===== src/shared/ccc_pkg.sv =====
// Purpose: shared constants for the control channel configuration bank
// Assumes: APB with 32-bit data, one aligned word per register
// Notes: register indices are kept; byte address is four times the index
package ccc_pkg;
  localparam int ADDR_W = 12;
  localparam logic [7:0] IDX_SETUP = 8'h32;
  localparam logic [7:0] IDX_DPATH = 8'h33;
  localparam logic [7:0] IDX_CAPS = 8'h35;
  localparam logic [7:0] IDX_IDENT = 8'h37;
  localparam logic [7:0] IDX_TARGET0 = 8'h39;
  localparam logic [7:0] IDX_ALIAS0 = 8'h40;
  localparam logic [7:0] IDX_STATUS = 8'h41;
  // control_channel_setup fields
  localparam int SETUP_PASS_ALL = 7;
  localparam int SETUP_PASS_DECODE = 6;
  localparam int SETUP_AUTO_ACK = 5;
  localparam int SETUP_PARITY_ON = 3;
  localparam logic [7:0] SETUP_RST = 8'h09;
  // datapath_control_one fields
  localparam int DPATH_CRC_ON = 2;
  localparam int DPATH_GPIO_HI = 1;
  localparam int DPATH_GPIO_LO = 0;
  localparam logic [7:0] DPATH_RST = 8'h04;
  // partner_capabilities fields
  localparam int CAPS_HOLD = 7;
  localparam int CAPS_SELF_TEST = 5;
  localparam int CAPS_MULTI_PORT = 4;
  localparam int CAPS_PORT_HI = 3;
  localparam int CAPS_PORT_LO = 0;
  localparam logic [7:0] CAPS_RST = 8'h00;
  // partner_identifier fields
  localparam int IDENT_HI = 7;
  localparam int IDENT_LO = 1;
  localparam int IDENT_HOLD = 0;
  // arbitrary neutral identifier reset value
  localparam logic [6:0] IDENT_VALUE_RST = 7'h2A;
  localparam logic [7:0] TARGET_RST = 8'h00;
  localparam logic [7:0] ALIAS_RST = 8'h00;
  // status fields (parity error is write one to clear; link follows bc_link_detect)
  localparam int STAT_PARITY_ERR = 0;
  localparam int STAT_LINK = 1;
  // control sequence
  localparam int SEQ_CRC_BYTES = 8;
  localparam logic [7:0] CRC_POLY = 8'h07;
  localparam logic [7:0] CRC_INIT = 8'hFF;
  // forward gpio count encodings
  localparam logic [1:0] GPIO_NONE = 2'h0;
  localparam logic [1:0] GPIO_ONE = 2'h1;
  localparam logic [1:0] GPIO_TWO = 2'h2;
  localparam logic [1:0] GPIO_FOUR = 2'h3;
endpackage : ccc_pkg


===== src/shared/ccc_cfg_if.sv =====
// Purpose: pass-through policy handed from the register bank to the i2c gate
// Assumes: single clock domain
// Notes: bank drives, gate reads
`timescale 1ns/1ps
`default_nettype none
interface ccc_cfg_if;
  logic pass_all;
  logic pass_decode;
  logic auto_ack;
  logic [6:0] alias_addr;
  logic [6:0] target_addr;
  modport bank (output pass_all, output pass_decode, output auto_ack,
                output alias_addr, output target_addr);
  modport gate (input pass_all, input pass_decode, input auto_ack,
                input alias_addr, input target_addr);
endinterface : ccc_cfg_if
`default_nettype wire


===== src/rtl/ccc_i2c_gate.sv =====
// Purpose: decides forwarding, address remap and local acknowledge per i2c transaction
// Assumes: request is a one-cycle pulse from the local i2c target logic
// Notes: results are registered, one cycle after the request
`timescale 1ns/1ps
`default_nettype none
module ccc_i2c_gate (
  input wire logic pclk,
  input wire logic presetn,
  ccc_cfg_if.gate cfg,
  input wire logic req_valid,
  input wire logic [6:0] req_addr,
  input wire logic req_write,
  input wire logic remote_ack,
  input wire logic fwd_lock,
  output logic fwd_valid_ff,
  output logic [6:0] fwd_addr_ff,
  output logic ack_valid_ff,
  output logic ack_ff
);
  logic alias_hit;
  logic nxt_fwd;
  logic [6:0] nxt_addr;

  assign alias_hit = (cfg.alias_addr != 7'h00) && (req_addr == cfg.alias_addr);

  always_comb begin
    nxt_fwd = cfg.pass_all;
    if (cfg.pass_decode && alias_hit) begin
      nxt_fwd = 1'b1;
    end
    nxt_addr = alias_hit ? cfg.target_addr : req_addr;
  end

  always_ff @(posedge pclk or negedge presetn) begin
    if (!presetn) begin
      fwd_valid_ff <= 1'b0;
      fwd_addr_ff <= 7'h00;
    end else begin
      fwd_valid_ff <= req_valid && nxt_fwd;
      if (req_valid) begin
        fwd_addr_ff <= nxt_addr;
      end
    end
  end

  always_ff @(posedge pclk or negedge presetn) begin
    if (!presetn) begin
      ack_valid_ff <= 1'b0;
      ack_ff <= 1'b0;
    end else begin
      ack_valid_ff <= req_valid;
      if (req_valid) begin
        if (req_write && cfg.auto_ack) begin
          ack_ff <= 1'b1;
        end else begin
          ack_ff <= fwd_lock && remote_ack;
        end
      end
    end
  end
endmodule : ccc_i2c_gate
`default_nettype wire


===== src/rtl/ccc_regs.sv =====
// Purpose: control channel configuration and partner status register bank
// Assumes: APB slave, one wait state; link-side inputs are on pclk
// Notes: partner fields load from the back channel unless held by software
`timescale 1ns/1ps
`default_nettype none
// Operation
// - pass-all bit forwards every i2c transaction
// - decode pass-through forwards only matching addresses
// - auto-ack acknowledges writes unconditionally
// - parity check on back channel when enabled
// - crc over 8 sequence bytes, sent ninth
// - gpio count field: none, one, two, four
// - link detect loads partner capability fields
// - capability hold blocks automatic loading
// - self-test bit mirrors partner request
// - multi-port bit: 0 single, 1 multi
// - identifier loads from remote deserializer
// - identifier hold keeps software value
// - alias address remapped to physical target
module ccc_regs (
  input wire logic pclk,
  input wire logic presetn,
  input wire logic psel,
  input wire logic penable,
  input wire logic pwrite,
  input wire logic [ccc_pkg::ADDR_W-1:0] paddr,
  input wire logic [31:0] pwdata,
  output logic [31:0] prdata,
  output logic pready,
  output logic pslverr,
  input wire logic bc_link_detect,
  input wire logic cap_load,
  input wire logic cap_self_test,
  input wire logic cap_multi_port,
  input wire logic [3:0] cap_port_num,
  input wire logic ident_load,
  input wire logic [6:0] ident_value,
  input wire logic bc_rx_valid,
  input wire logic [7:0] bc_rx_data,
  input wire logic bc_rx_parity,
  output logic parity_err_pulse,
  input wire logic seq_valid,
  input wire logic seq_first,
  input wire logic [7:0] seq_byte,
  output logic crc_valid,
  output logic [7:0] crc_byte,
  output logic [2:0] fwd_gpio_lanes,
  input wire logic i2c_req_valid,
  input wire logic [6:0] i2c_req_addr,
  input wire logic i2c_req_write,
  input wire logic remote_ack,
  input wire logic fwd_lock,
  output logic fwd_valid,
  output logic [6:0] fwd_addr,
  output logic i2c_ack_valid,
  output logic i2c_ack
);
  logic [7:0] setup_ff;
  logic [7:0] dpath_ff;
  logic [7:0] caps_ff;
  logic [7:0] ident_ff;
  logic [7:0] target_ff;
  logic [7:0] alias_ff;
  logic [1:0] status_ff;
  logic pready_ff;
  logic pslverr_ff;
  logic [31:0] prdata_ff;
  logic perr_ff;
  logic crc_valid_ff;
  logic [7:0] crc_byte_ff;
  logic [7:0] crc_acc_ff;
  logic [3:0] seq_cnt_ff;
  logic [2:0] gpio_lanes_ff;
  logic access;
  logic wr_en;
  logic addr_ok;
  logic [7:0] idx;
  logic [31:0] nxt_prdata;
  logic nxt_slverr;
  logic caps_held;
  logic rx_parity_bad;
  logic [7:0] nxt_crc;
  logic [3:0] nxt_cnt;

  ccc_cfg_if cfg_bus ();

  function automatic logic [7:0] crc8_step(input logic [7:0] acc, input logic [7:0] din);
    logic [7:0] c;
    c = acc ^ din;
    for (int i = 0; i < 8; i++) begin
      c = c[7] ? ((c << 1) ^ ccc_pkg::CRC_POLY) : (c << 1);
    end
    return c;
  endfunction : crc8_step

  function automatic logic [2:0] gpio_lanes(input logic [1:0] code);
    logic [2:0] n;
    n = 3'h0;
    unique case (code)
      ccc_pkg::GPIO_NONE: n = 3'h0;
      ccc_pkg::GPIO_ONE: n = 3'h1;
      ccc_pkg::GPIO_TWO: n = 3'h2;
      ccc_pkg::GPIO_FOUR: n = 3'h4;
    endcase
    return n;
  endfunction : gpio_lanes

  // apb decode: word index from byte address, low bits must be zero
  assign idx = paddr[9:2];
  assign access = psel && penable;
  assign wr_en = access && pwrite && pready_ff && addr_ok;
  always_comb begin
    addr_ok = (paddr[1:0] == 2'h0) && (paddr[ccc_pkg::ADDR_W-1:10] == '0);
    unique case (idx)
      ccc_pkg::IDX_SETUP, ccc_pkg::IDX_DPATH, ccc_pkg::IDX_CAPS, ccc_pkg::IDX_IDENT,
      ccc_pkg::IDX_TARGET0, ccc_pkg::IDX_ALIAS0, ccc_pkg::IDX_STATUS: ;
      default: addr_ok = 1'b0;
    endcase
  end

  always_comb begin
    nxt_prdata = 32'h0000_0000;
    nxt_slverr = !addr_ok;
    if (addr_ok) begin
      unique case (idx)
        ccc_pkg::IDX_SETUP: nxt_prdata[7:0] = setup_ff;
        ccc_pkg::IDX_DPATH: nxt_prdata[7:0] = dpath_ff;
        ccc_pkg::IDX_CAPS: nxt_prdata[7:0] = caps_ff;
        ccc_pkg::IDX_IDENT: nxt_prdata[7:0] = ident_ff;
        ccc_pkg::IDX_TARGET0: nxt_prdata[7:0] = {target_ff[7:1], 1'b0};
        ccc_pkg::IDX_ALIAS0: nxt_prdata[7:0] = {alias_ff[7:1], 1'b0};
        ccc_pkg::IDX_STATUS: nxt_prdata[1:0] = status_ff;
        default: nxt_prdata = 32'h0000_0000;
      endcase
    end
  end

  // one wait state: pready rises in the second access cycle
  always_ff @(posedge pclk or negedge presetn) begin
    if (!presetn) begin
      pready_ff <= 1'b0;
      pslverr_ff <= 1'b0;
      prdata_ff <= 32'h0000_0000;
    end else begin
      pready_ff <= access && !pready_ff;
      pslverr_ff <= access && !pready_ff && nxt_slverr;
      if (access && !pready_ff && !pwrite) begin
        prdata_ff <= nxt_prdata;
      end
    end
  end

  // plain configuration registers; reserved bits are stored as written, except bit 0 of target and alias, which is stored as zero
  always_ff @(posedge pclk or negedge presetn) begin
    if (!presetn) begin
      setup_ff <= ccc_pkg::SETUP_RST;
      dpath_ff <= ccc_pkg::DPATH_RST;
      target_ff <= ccc_pkg::TARGET_RST;
      alias_ff <= ccc_pkg::ALIAS_RST;
    end else if (wr_en) begin
      unique case (idx)
        ccc_pkg::IDX_SETUP: setup_ff <= pwdata[7:0];
        ccc_pkg::IDX_DPATH: dpath_ff <= pwdata[7:0];
        ccc_pkg::IDX_TARGET0: target_ff <= {pwdata[7:1], 1'b0};
        ccc_pkg::IDX_ALIAS0: alias_ff <= {pwdata[7:1], 1'b0};
        default: ;
      endcase
    end
  end

  // capability hold taken from the write in flight so a write that sets it is kept
  assign caps_held = (wr_en && idx == ccc_pkg::IDX_CAPS) ? pwdata[ccc_pkg::CAPS_HOLD]
                                                      : caps_ff[ccc_pkg::CAPS_HOLD];

  always_ff @(posedge pclk or negedge presetn) begin
    if (!presetn) begin
      caps_ff <= ccc_pkg::CAPS_RST;
    end else begin
      if (wr_en && idx == ccc_pkg::IDX_CAPS) begin
        caps_ff <= pwdata[7:0];
      end
      if (bc_link_detect && cap_load && !caps_held) begin
        caps_ff[ccc_pkg::CAPS_SELF_TEST] <= cap_self_test;
        caps_ff[ccc_pkg::CAPS_MULTI_PORT] <= cap_multi_port;
        caps_ff[ccc_pkg::CAPS_PORT_HI:ccc_pkg::CAPS_PORT_LO] <= cap_port_num;
      end
    end
  end

  always_ff @(posedge pclk or negedge presetn) begin
    if (!presetn) begin
      ident_ff <= {ccc_pkg::IDENT_VALUE_RST, 1'b0};
    end else begin
      if (wr_en && idx == ccc_pkg::IDX_IDENT) begin
        ident_ff <= pwdata[7:0];
      end else if (ident_load && bc_link_detect && !ident_ff[ccc_pkg::IDENT_HOLD]) begin
        ident_ff[ccc_pkg::IDENT_HI:ccc_pkg::IDENT_LO] <= ident_value;
      end
    end
  end

  // back-channel parity, even parity over data plus parity bit
  assign rx_parity_bad = bc_rx_valid && setup_ff[ccc_pkg::SETUP_PARITY_ON]
                         && ((^bc_rx_data) != bc_rx_parity);

  always_ff @(posedge pclk or negedge presetn) begin
    if (!presetn) begin
      perr_ff <= 1'b0;
    end else begin
      perr_ff <= rx_parity_bad;
    end
  end

  // status: sticky parity error and link state; a new error beats a clear
  always_ff @(posedge pclk or negedge presetn) begin
    if (!presetn) begin
      status_ff <= 2'h0;
    end else begin
      status_ff[ccc_pkg::STAT_LINK] <= bc_link_detect;
      if (rx_parity_bad) begin
        status_ff[ccc_pkg::STAT_PARITY_ERR] <= 1'b1;
      end else if (wr_en && idx == ccc_pkg::IDX_STATUS && pwdata[ccc_pkg::STAT_PARITY_ERR]) begin
        status_ff[ccc_pkg::STAT_PARITY_ERR] <= 1'b0;
      end
    end
  end

  // control sequence crc: first byte restarts, eighth byte releases crc
  always_comb begin
    nxt_crc = crc8_step(seq_first ? ccc_pkg::CRC_INIT : crc_acc_ff, seq_byte);
    nxt_cnt = seq_first ? 4'h1 : (seq_cnt_ff + 4'h1);
  end

  always_ff @(posedge pclk or negedge presetn) begin
    if (!presetn) begin
      crc_acc_ff <= ccc_pkg::CRC_INIT;
      seq_cnt_ff <= 4'h0;
      crc_valid_ff <= 1'b0;
      crc_byte_ff <= 8'h00;
    end else begin
      crc_valid_ff <= 1'b0;
      if (seq_valid && (seq_first || seq_cnt_ff < 4'(ccc_pkg::SEQ_CRC_BYTES))) begin
        crc_acc_ff <= nxt_crc;
        seq_cnt_ff <= nxt_cnt;
        if (nxt_cnt == 4'(ccc_pkg::SEQ_CRC_BYTES) && dpath_ff[ccc_pkg::DPATH_CRC_ON]) begin
          crc_valid_ff <= 1'b1;
          crc_byte_ff <= nxt_crc;
        end
      end
    end
  end

  always_ff @(posedge pclk or negedge presetn) begin
    if (!presetn) begin
      gpio_lanes_ff <= 3'h0;
    end else begin
      gpio_lanes_ff <= gpio_lanes(dpath_ff[ccc_pkg::DPATH_GPIO_HI:ccc_pkg::DPATH_GPIO_LO]);
    end
  end

  assign cfg_bus.pass_all = setup_ff[ccc_pkg::SETUP_PASS_ALL];
  assign cfg_bus.pass_decode = setup_ff[ccc_pkg::SETUP_PASS_DECODE];
  assign cfg_bus.auto_ack = setup_ff[ccc_pkg::SETUP_AUTO_ACK];
  assign cfg_bus.alias_addr = alias_ff[7:1];
  assign cfg_bus.target_addr = target_ff[7:1];

  ccc_i2c_gate u_gate (
    .pclk(pclk),
    .presetn(presetn),
    .cfg(cfg_bus.gate),
    .req_valid(i2c_req_valid),
    .req_addr(i2c_req_addr),
    .req_write(i2c_req_write),
    .remote_ack(remote_ack),
    .fwd_lock(fwd_lock),
    .fwd_valid_ff(fwd_valid),
    .fwd_addr_ff(fwd_addr),
    .ack_valid_ff(i2c_ack_valid),
    .ack_ff(i2c_ack)
  );

  assign prdata = prdata_ff;
  assign pready = pready_ff;
  assign pslverr = pslverr_ff;
  assign parity_err_pulse = perr_ff;
  assign crc_valid = crc_valid_ff;
  assign crc_byte = crc_byte_ff;
  assign fwd_gpio_lanes = gpio_lanes_ff;
endmodule : ccc_regs
`default_nettype wire


===== config.mk =====
export PLATFORM = sky130hd
export DESIGN_NAME = ccc_regs
export DESIGN_NICKNAME = d
export VERILOG_FILES = /design/src/shared/ccc_pkg.sv /design/src/shared/ccc_cfg_if.sv /design/src/rtl/ccc_i2c_gate.sv /design/src/rtl/ccc_regs.sv
export SDC_FILE = /design/constraint.sdc
export NUM_CORES = 1
export LEC_CHECK = 0
export BUFFER_PORTS_ARGS = -buffer_cell sky130_fd_sc_hd__buf_2
export CAP_MARGIN = 30
export CELL_PAD_IN_SITES_DETAIL_PLACEMENT = 1
export CELL_PAD_IN_SITES_GLOBAL_PLACEMENT = 2
export CORE_MARGIN = 2
export CORE_UTILIZATION = 34
export CTS_CLUSTER_SIZE = 12
export DETAILED_ROUTE_END_ITERATION = 10
export PLACE_DENSITY = 0.81
export SETUP_SLACK_MARGIN = 0.5
export SYNTH_ARGS = -nofsm -noshare
export SYNTH_HDL_FRONTEND = slang
export SYNTH_SLANG_ARGS = --single-unit

===== constraint.sdc =====
create_clock -name pclk -period 4.7 [get_ports pclk]
set_input_delay 0.235 -clock pclk [delete_from_list [all_inputs] [get_ports pclk]]
set_output_delay 0.235 -clock pclk [all_outputs]
set_load 0.01 [all_outputs]

Word level (Yosys, flattened, before mapping)
Index checks and enable logic that the tools add are counted.
{"block": "word_totals", "latch_bits": 0, "mem_bits_ro": 0, "register_bits": 117, "ramBits": 0, "mem_count": 0, "in_bits": 96}
{"block": "op_classes", "muxes": 27, "n_addsub": 1, "eq_ne": 13, "n_mul": 0, "bitwise_logic": 9, "magnitude_cmp": 1, "n_reduce_logical": 45, "shift": 0, "div": 0}
{"cell": "8-bit by 6-bit == test with 1-bit output (second input constant)", "count": 5}
{"cell": "6-bit case mux with 6 select lines", "count": 1}
{"cell": "1-bit logical AND", "count": 25}
{"cell": "3-bit two-way mux", "count": 8}
{"cell": "3-bit inverter", "count": 8}
{"cell": "7-bit two-way mux", "count": 3}
{"cell": "8-bit by 7-bit == test with 1-bit output (second input constant)", "count": 2}
{"cell": "8-bit two-way mux", "count": 2}
{"cell": "2-bit case mux with 7 select lines", "count": 1}
{"cell": "6-bit two-way mux", "count": 2}
{"cell": "3-bit case mux with 4 select lines", "count": 1}
{"cell": "2-bit AND reduction", "count": 5}
{"cell": "1-bit two-way mux", "count": 8}
{"cell": "8-bit parity", "count": 1}
{"cell": "8-bit XOR", "count": 1}
{"cell": "7-bit == test", "count": 1}
{"cell": "7-bit nonzero test", "count": 1}
{"cell": "7-bit OR reduction", "count": 1}
{"cell": "2-bit logical NOT", "count": 3}
{"cell": "2-bit nonzero test", "count": 3}
{"cell": "1-bit logical NOT", "count": 5}
{"cell": "4-bit by 1-bit adder with 4-bit output (second input constant)", "count": 1}
{"cell": "2-bit == test (second input constant)", "count": 2}
{"cell": "4-bit == test (second input constant)", "count": 1}
{"cell": "other kinds (5)", "count": 5}

Longest topological paths before layout
Gate-level depths: netlist of the first run.
{"block": "depth", "depth_word": 18, "depth_mapped": 7}

By module
Synthesis of the first run repeated with hierarchy kept, for this count alone.
{"block": "hier_totals", "cells_unflattened": 467, "area_unflattened_um2": 4978.5}
{"mod": "ccc_regs", "area_per_inst_um2": 4390.5, "cells_per_inst": 402, "instances": 1}
{"mod": "ccc_i2c_gate", "area_per_inst_um2": 588.1, "cells_per_inst": 65, "instances": 1}

Least setup slack after synthesis of the first run
OpenSTA, ideal clock, no wires.
{"block": "synth_path", "kind": "input to register", "start": "input port paddr[1] (netlist name)", "end": "register alias_ff[1]", "n_path_buf": 1, "stages": 6, "path_slack_ns": 2.645, "setup_time_ns": 0.125, "t_arrival_ns": 1.930, "path_cell_list": "or4_4 nor3_4 nand2_1 or4_1 buf_2 mux2_2"}
{"block": "synth_via", "elab_chain_cells": 5}
{"element": "from (decl)", "line": "ccc_regs.sv:26", "source": "input wire logic [ccc_pkg::ADDR_W-1:0] paddr,"}
{"element": "2-bit logical NOT", "line": "ccc_regs.sv:113", "source": "addr_ok = (paddr[1:0] == 2'h0) && (paddr[ccc_pkg::ADDR_W-1:10] == '0);"}
{"element": "1-bit logical AND", "line": "ccc_regs.sv:113"}
{"element": "1-bit two-way mux", "line": "ccc_regs.sv:114", "source": "unique case (idx)"}
{"element": "1-bit logical AND", "line": "ccc_regs.sv:111", "source": "assign wr_en = access && pwrite && pready_ff && addr_ok;"}
{"element": "2-bit AND reduction (no source line)"}
{"element": "to (signal assigned)", "line": "ccc_regs.sv:159", "source": "alias_ff <= ccc_pkg::ALIAS_RST;"}
{"element": "to (signal assigned)", "line": "ccc_regs.sv:165", "source": "ccc_pkg::IDX_ALIAS0: alias_ff <= {pwdata[7:1], 1'b0};"}
{"element": "to (decl)", "line": "ccc_regs.sv:63", "source": "logic [7:0] alias_ff;"}
Every way passes these cells.
A chain may end at the register's enable or synchronous reset.

Worst setup path after layout of the first run
{"block": "layout_path", "start": "register seq_cnt_ff[3]", "end": "register crc_byte_ff[1], in the netlist crc_byte[1]"}
{"block": "layout_via", "elab_chain_cells": 5, "elab_cells_between_ends": 8}
{"element": "from (decl)", "line": "ccc_regs.sv:72", "source": "logic [3:0] seq_cnt_ff;"}
{"element": "from (signal assigned)", "line": "ccc_regs.sv:244", "source": "seq_cnt_ff <= nxt_cnt;"}
{"element": "4-bit by 1-bit adder with 4-bit output", "line": "ccc_regs.sv:231", "source": "nxt_cnt = seq_first ? 4'h1 : (seq_cnt_ff + 4'h1);"}
{"element": "4-bit two-way mux", "line": "ccc_regs.sv:231"}
{"element": "4-bit == test", "line": "ccc_regs.sv:245", "source": "if (nxt_cnt == 4'(ccc_pkg::SEQ_CRC_BYTES) && dpath_ff[ccc_pkg::DPATH_CRC_ON]) begin"}
{"element": "1-bit logical AND", "line": "ccc_regs.sv:245"}
{"element": "2-bit AND reduction (no source line) (*)"}
{"element": "to (signal assigned)", "line": "ccc_regs.sv:247", "source": "crc_byte_ff <= nxt_crc;"}
{"element": "to (decl)", "line": "ccc_regs.sv:70", "source": "logic [7:0] crc_byte_ff;"}
Every way passes the cells marked *; elsewhere a longest branch is shown, timed or not.

==> results of run 1 <==
## flip-flops by register name, indices dropped and copies added (netlist names)
signal / cells
ident_ff: 8
status_ff: 2
seq_cnt_ff: 4
setup_ff: 8
u_gate.fwd_addr_ff: 7
alias_ff: 7
pready: 1
u_gate.ack_valid_ff: 1
caps_ff: 8
crc_byte: 8
parity_err_pulse: 1
dpath_ff: 8
fwd_gpio_lanes: 3
crc_valid: 1
target_ff: 7
u_gate.ack_ff: 1
u_gate.fwd_valid_ff: 1
pslverr: 1
crc_acc_ff: 8
prdata: 8
## power groups by stage
| stage | Sequential, mW | Combinational, mW | Clock (mW) |
|---|---|---|---|
| 2_1_floorplan | 0.958 | 0.391 | 0 |
| 4_1_cts | 0.969 | 0.516 | 0.764 |
| 5_1_grt | 0.980 | 0.572 | 0.792 |
| 6_report | 0.966 | 0.509 | 0.739 |
| 3_5_place_dp | 0.983 | 0.513 | 0 |
| 3_3_place_gp | 0.978 | 0.487 | 0 |
## Yosys cell counts (all sizes together), types with 2 or more instances
| cell type | instances | area, um^2 |
|---|---|---|
| or3 | 2 | 12.5 |
| nand2 | 26 | 97.6 |
| xnor2 | 29 | 254 |
| dfrtp | 79 | 1980 |
| o2bb2ai | 5 | 43.8 |
| inv | 7 | 26.3 |
| or4 | 2 | 18.8 |
| clkbuf | 12 | 45.0 |
| nand3 | 5 | 25.0 |
| nand4 | 2 | 12.5 |
| o21ai | 17 | 85.1 |
| a221oi | 2 | 17.5 |
| a22oi | 15 | 113 |
| a211oi | 4 | 30.0 |
| a211o | 2 | 17.5 |
| mux2i | 16 | 160 |
| nor2b | 8 | 50.1 |
| xor2 | 14 | 123 |
| a21boi | 2 | 15.0 |
| a21oi | 24 | 120 |
| mux2 | 58 | 657 |
| nand3b | 5 | 41.3 |
| nor3 | 7 | 46.3 |
| a31oi | 2 | 12.5 |
| and3 | 3 | 18.8 |
| and2 | 2 | 12.5 |
| xor3 | 2 | 47.6 |
| nor4 | 2 | 12.5 |
| buf | 30 | 208 |
| dfstp | 14 | 368 |
| nor2 | 37 | 139 |
| o22ai | 2 | 12.5 |
## repair_timing
action,CTS,global route
hold buffers,1,0
endpoints found under the setup margin,0,0
endpoints found under the hold margin,34,0
## layout by cell type (no fill, tap or decap), types with 3 or more instances in the layout
cell type,instances
mux2_2,57
o21ai_0,16
conb_1,24
a22oi_1,15
nand3b_1,4
a211oi_1,4
a21oi_1,24
dfstp_2,14
dfrtp_1,79
nor2_1,37
nand2_1,26
and3_1,3
nor3_1,6
buf_4,5
clkbuf_1,4
buf_2,103
inv_1,7
xnor2_1,29
mux2i_1,16
xor2_1,14
nand3_1,5
clkbuf_16,9
o2bb2ai_1,5
nor2b_1,8
## cell type report
cell class / count / area (um^2) / share of cell area
Multi-Input combinational cell: 334 / 2440 / 0.414
Tap cell: 184 / 230 / 0.0390
Clock buffer: 15 / 268 / 0.0453
Sequential cell: 93 / 2340 / 0.397
Inverter: 7 / 26.3 / 0.00445
Clock inverter: 1 / 30.0 / 0.00509
Timing Repair Buffer: 109 / 563 / 0.0954
## layer usage
metal / up-vias / part of all wire / GRT usage
met2: 89 / 0.50 / 0.296
met1: 1886 / 0.44 / 0.219
met5: - / 0 / 0
met4: 0 / 0.021 / 0.0608
li1: 1770 / - / -
met3: 14 / 0.033 / 0.0300
## path summary, 6_finish.rpt
kind / end / slack (ns) / cells past startpoint
max in group asynchronous: fwd_gpio_lanes[0]$_DFF_PN0_ / 3.16 / 3
worst max-delay path: crc_byte[1]$_DFFE_PN0P_ / 2.19 / 5
worst min-delay path: status_ff[1]$_DFF_PN0_ / 0.03 / 1
worst max register to register: crc_byte[1]$_DFFE_PN0P_ / 2.19 / 5
worst min register to register: prdata[3]$_DFFE_PN0P_ / 0.47 / 2
min in group asynchronous: crc_byte[2]$_DFFE_PN0P_ / 0.41 / 2
## kinds of logic after synthesis
family / share of synthesized area
flops: 0.471
mux: 0.164
other cells: 0.000754
simple gates: 0.111
buf+inv: 0.0561
xor+xnor: 0.0853
compound gates: 0.108
fa+ha+maj: 0.00252
## per-stage QoR
step | worst slack (ns) | total power, mW | instance area (um^2)
2_1_floorplan | 2.65 | 1.35 | 5060
3_3_place_gp | 1.78 | 1.46 | 5580
3_5_place_dp | 1.86 | 1.50 | 5590
4_1_cts | 2.15 | 2.25 | 5900
5_1_grt | 2.02 | 2.34 | 5900
6_report | 2.19 | 2.21 | 5900
==> summary.md, run 1 <==
| Metric | Value |
|---|---|
| Tightest Pin Transition | 0.948 ns |
| Core area | 14,400 um^2 |
| Clock Skew | 0.00791 ns |
| Syn avg cell area | 11.0 um^2 |
| Num rows | 44 |
| Via/cell ratio | 5.06 |
| Number of global-route vias before repair | 4,085 |
| Endpoints failing hold | 0 |
| Critical-path cell list | a21boi_1, nand4_1, nor4b_2, buf_4, mux2_2 |
| CTS HTree Levels | 3 |
| Sequential share of power | 0.436 |
| Number of synthesized flops with an enable pin | 0 |
| Post-synthesis async set-or-reset flop share | 1.00 |
| Clock share of power | 0.334 |
| Worst path bufs/invs | 1 |
| TritonCTS buffer count | 9 |
| MaxCap Viol Count | 0 |
| Critical path endpoint category | flip-flop |
| Crit path DAT | 2.74 ns |
| CP Max Fanout | 7 |
| Synth warn | 0 |
| Post-synthesis sequential area ratio | 0.471 |
| Placed Instances | 725 |
| Kind of critical path | reg2reg |
| Worst-Skew Late Latency | 0.34 ns |
| Total gr overflow | 0 |
| Hold Slack | 0.0291 ns |
| GPL Wtd Cong | 0.796 |
| Setup Buffers After CTS | 0 |
| Routed WL | 13,100 um |
| Final Util | 0.409 |
| Total Nets Final | 651 |
| Share of cells above drive strength 1 | 0.356 |
| Initial antenna violation count | 0 |
| Die ar. | 15,600 um^2 |
| CP Launch Point | seq_cnt_ff[3]$_DFFE_PN0P_ |
| Clock slew at reported path FFs | 0.06 ns |
| Starting Density | 0.345 |
| Hold Crit Class | in2reg |
| Synth cell types | 56 |
| Slew HR | 0.362 |
| Status | finished, final reports clean |
| Critical Path Max Stage Delay | 0.64 ns |
| CP max-delay cell | nor4b_2 |
| Required time worst endpoint | 4.93 ns |
| Die Wd | 125 um |
| DR vias | 3,759 |
| # clock sinks | 93 |
| CP delay by family, top | simple AND/OR/NAND/NOR gates |
| CP startpoint kind | flip-flop |
| DR DRC count | 0 |
| Max Root-Sink Buffers | 2 |
| Post-DRT Antenna Nets | 0 |
| Setup violation total in the final timing report | 0 |
| WL per Instance | 17.6 um |
| Cells after Synth | 453 |
| Chip Height | 125 um |
| Total GRT Usage | 0.172 |
| RSZ-0062 raised after global routing | no |
| Hold Path Origin | bc_link_detect |
| Switch Pwr | 0.630 mW |
| Synth-to-Final Area Change | 18.7% |
| Setup_tns | 0 ns |
| Synth Cell Area | 4970 um^2 |
| Clk root buf | clkbuf_16 |
| Leak | 2.75 nW |
| Final Slew Violations | 0 |
| Post-cts gate resize count | 0 |
| Maximum clock frequency | 0.398 GHz |
| Fin crit share | 0.534 |
| # IOs | 153 |
| Initial DRC Count | 172 |
| P per Cell Area | 375 nW/um^2 |
| Ant. Diodes | 0 |
| FF+latch count, synth | 93 |
| Final non-filler cell total | 743 |
| Logic pwr share | 0.230 |
| FILL cells | 1,649 |
| Ys flop type | dfrtp_1 |
| Switch share | 0.284 |
| I/O Buffers | 104 |
| CTS tree | yes |
| Min Tclk post-route | 2.51 ns |
| Worst R2R Start | seq_cnt_ff[3]$_DFFE_PN0P_ |
| Peak VDD IR | 0.000165 V |
| Int Pwr | 1.58 mW |
| Largest net degree at the start of global routing | 57 |
| DP Wirelength | 10,100 um |
| First-pass GRT wire length | 21,500 um |
| Drt pass-1 iters | 4 |
No activity file was read; power rests on OpenSTA's default activity.
==> run 2, diff against run 1 <==
- CORE_UTILIZATION: 34 -> 32
- PLACE_DENSITY: 0.81 -> 0.77
- clock period: 4.7 -> 2.5 ns (I/O delays scaled with it)
==> summary.md, run 2 (synthesis gave the netlist of run 1 again) <==
| Metric | Value |
|---|---|
| Status | finished, final reports clean |
| Min Tclk post-route | 1.90 ns |
| Cell Area, Placed | 5670 um^2 |
| Number of global-route vias before repair | 3,987 |
| Tightest Pin Transition | 0.588 ns |
| Final Cell Area | 5990 um^2 |
| Critical-path cell list | nand2_1, nor3_4, nand2_1, or4_4, mux2_2 |
| Clock share of power | 0.324 |
| Worst-Skew Late Latency | 0.35 ns |
| Final Slew Violations | 0 |
| Clock slew at reported path FFs | 0.06 ns |
| CP delay by family, top | simple AND/OR/NAND/NOR gates |
| CP Max Fanout | 7 |
| DR DRC count | 0 |
| Clock Skew | 0.00570 ns |
| Endpoints failing hold | 0 |
| Chip Height | 129 um |
| Initial DRC Count | 188 |
| # IOs | 153 |
| Max Root-Sink Buffers | 2 |
| Logic pwr share | 0.233 |
| Setup slack at placement | 0.185 ns |
| Leak | 2.82 nW |
| DP Wirelength | 10,100 um |
| Largest net degree at the start of global routing | 61 |
| Total GRT Usage | 0.169 |
| Share of cells above drive strength 1 | 0.370 |
| Setup violation total in the final timing report | 0 |
| Int Pwr | 2.91 mW |
| Core area | 15,200 um^2 |
| Critical path endpoint category | flip-flop |
| Total Nets Final | 660 |
| Maximum clock frequency | 0.526 GHz |
| Initial antenna violation count | 0 |
| Drt pass-1 iters | 4 |
| Peak VDD IR | 0.000334 V |
| Die ar. | 16,600 um^2 |
| Required time worst endpoint | 2.74 ns |
| CTS HTree Levels | 3 |
| TritonCTS buffer count | 9 |
| Clk root buf | clkbuf_16 |
| GPL Wtd Cong | 0.818 |
| WL per Instance | 17.6 um |
| Sequential share of power | 0.443 |
| Setup ws final | 0.599 ns |
| CP startpoint kind | flip-flop |
| CTS tree | yes |
| Slew HR | 0.607 |
| # clock sinks | 93 |
| CP max-delay cell | or4_4 |
| Most frequent cells in the layout | buf_2, dfrtp_1, mux2_2 |
| Starting Density | 0.327 |
| Critical Path Max Stage Delay | 0.51 ns |
| Setup_tns | 0 ns |
| Num rows | 45 |
| MaxCap Viol Count | 0 |
| Die Wd | 129 um |
| RSZ-0062 raised after global routing | yes |
| Hold Crit Class | in2reg |
| Crit path DAT | 2.14 ns |
| Post-DRT Antenna Nets | 0 |
| Routed WL | 13,300 um |
| Kind of critical path | reg2reg |
| Worst path bufs/invs | 0 |
| Via/cell ratio | 4.98 |
| P per Cell Area | 684 nW/um^2 |
| Switch Pwr | 1.19 mW |
| Fin crit share | 0.760 |
| First-pass GRT wire length | 21,400 um |
| Switch share | 0.291 |
| DR vias | 3,763 |
| Commonest non-fill, non-tap cell in the layout | buf_2 |
| Total gr overflow | 0 |
| Synth-to-Final Area Change | 20.5% |
| I/O Buffers | 104 |
| Crit-path most repeated cell | nand2_1 |
| Ant. Diodes | 0 |
[run 2: cell count changes in the layout (fill, tap and decap cells not counted)]
cell	change
or4_4	+1
clkbuf_8	+1
or4_1	-1
nand3b_2	-1
buf_12	+1
bufinv_16	-1
or3_1	-1
clkbuf_1	-1
dlygate4sd3_1	+1
or3_4	+1
clkinv_2	+1
nand3b_4	+1
buf_4	+7
[run 2: repair_timing]
item,in CTS,in global routing
pin swaps,1,0
endpoints found under the hold margin,26,0
resized for setup,0,3
endpoints found under the setup margin,2,21
hold buffers,2,0
setup buffers,1,0
[run 2: cell type report]
| cell class | instances | area, um^2 |
|---|---|---|
| multi-input combinational | 334 | 2460 |
| timing repair buffer | 118 | 646 |
| tap | 188 | 235 |
| fill | 1733 | 9210 |
| clock inverter | 1 | 5.00 |
| sequential | 93 | 2340 |
| inverter | 7 | 26.3 |
| clock buffer | 15 | 278 |
[run 2: per-stage QoR]
step	std cells	hold WS (ns)	total power, mW	utilization
6_report	756	0.0153	4.10	0.394
5_1_grt	756	0.00299	4.36	0.394
4_1_cts	756	0.000269	4.18	0.393
3_5_place_dp	737	0.123	2.81	0.373
3_3_place_gp	737	0.113	2.76	0.373
2_1_floorplan	476	-0.171	2.54	-
[run 2: power groups by stage]
stage | Combinational [mW] | Sequential (mW) | Clock [mW]
finish | 0.956 | 1.82 | 1.33
global route | 1.08 | 1.83 | 1.44
CTS | 0.971 | 1.82 | 1.39
detailed placement | 0.961 | 1.85 | 0
global placement | 0.927 | 1.83 | 0
floorplan | 0.735 | 1.80 | 0
[run 2: routing by layer]
metal  wire length, um  global-route usage
met4               240              0.0601
met5                 0                   0
met2              6550               0.278
met3               493              0.0337
met1              6030               0.223
[run 2: final timing paths]
path                                             from  slack (ns)                             to  cells past startpoint
max in group asynchronous                     presetn        1.48        setup_ff[0]$_DFFE_PN1P_                      3
min in group asynchronous                     presetn        0.26  u_gate.ack_valid_ff$_DFF_PN0_                      2
worst max register to register       pready$_DFF_PN0_        0.60        alias_ff[5]$_DFFE_PN0P_                      5
worst min-delay path                  cap_port_num[1]        0.02         caps_ff[1]$_DFFE_PN0P_                      2
worst max-delay path                 pready$_DFF_PN0_        0.60        alias_ff[5]$_DFFE_PN0P_                      5
worst min register to register  prdata[7]$_DFFE_PN0P_        0.48          prdata[7]$_DFFE_PN0P_                      2
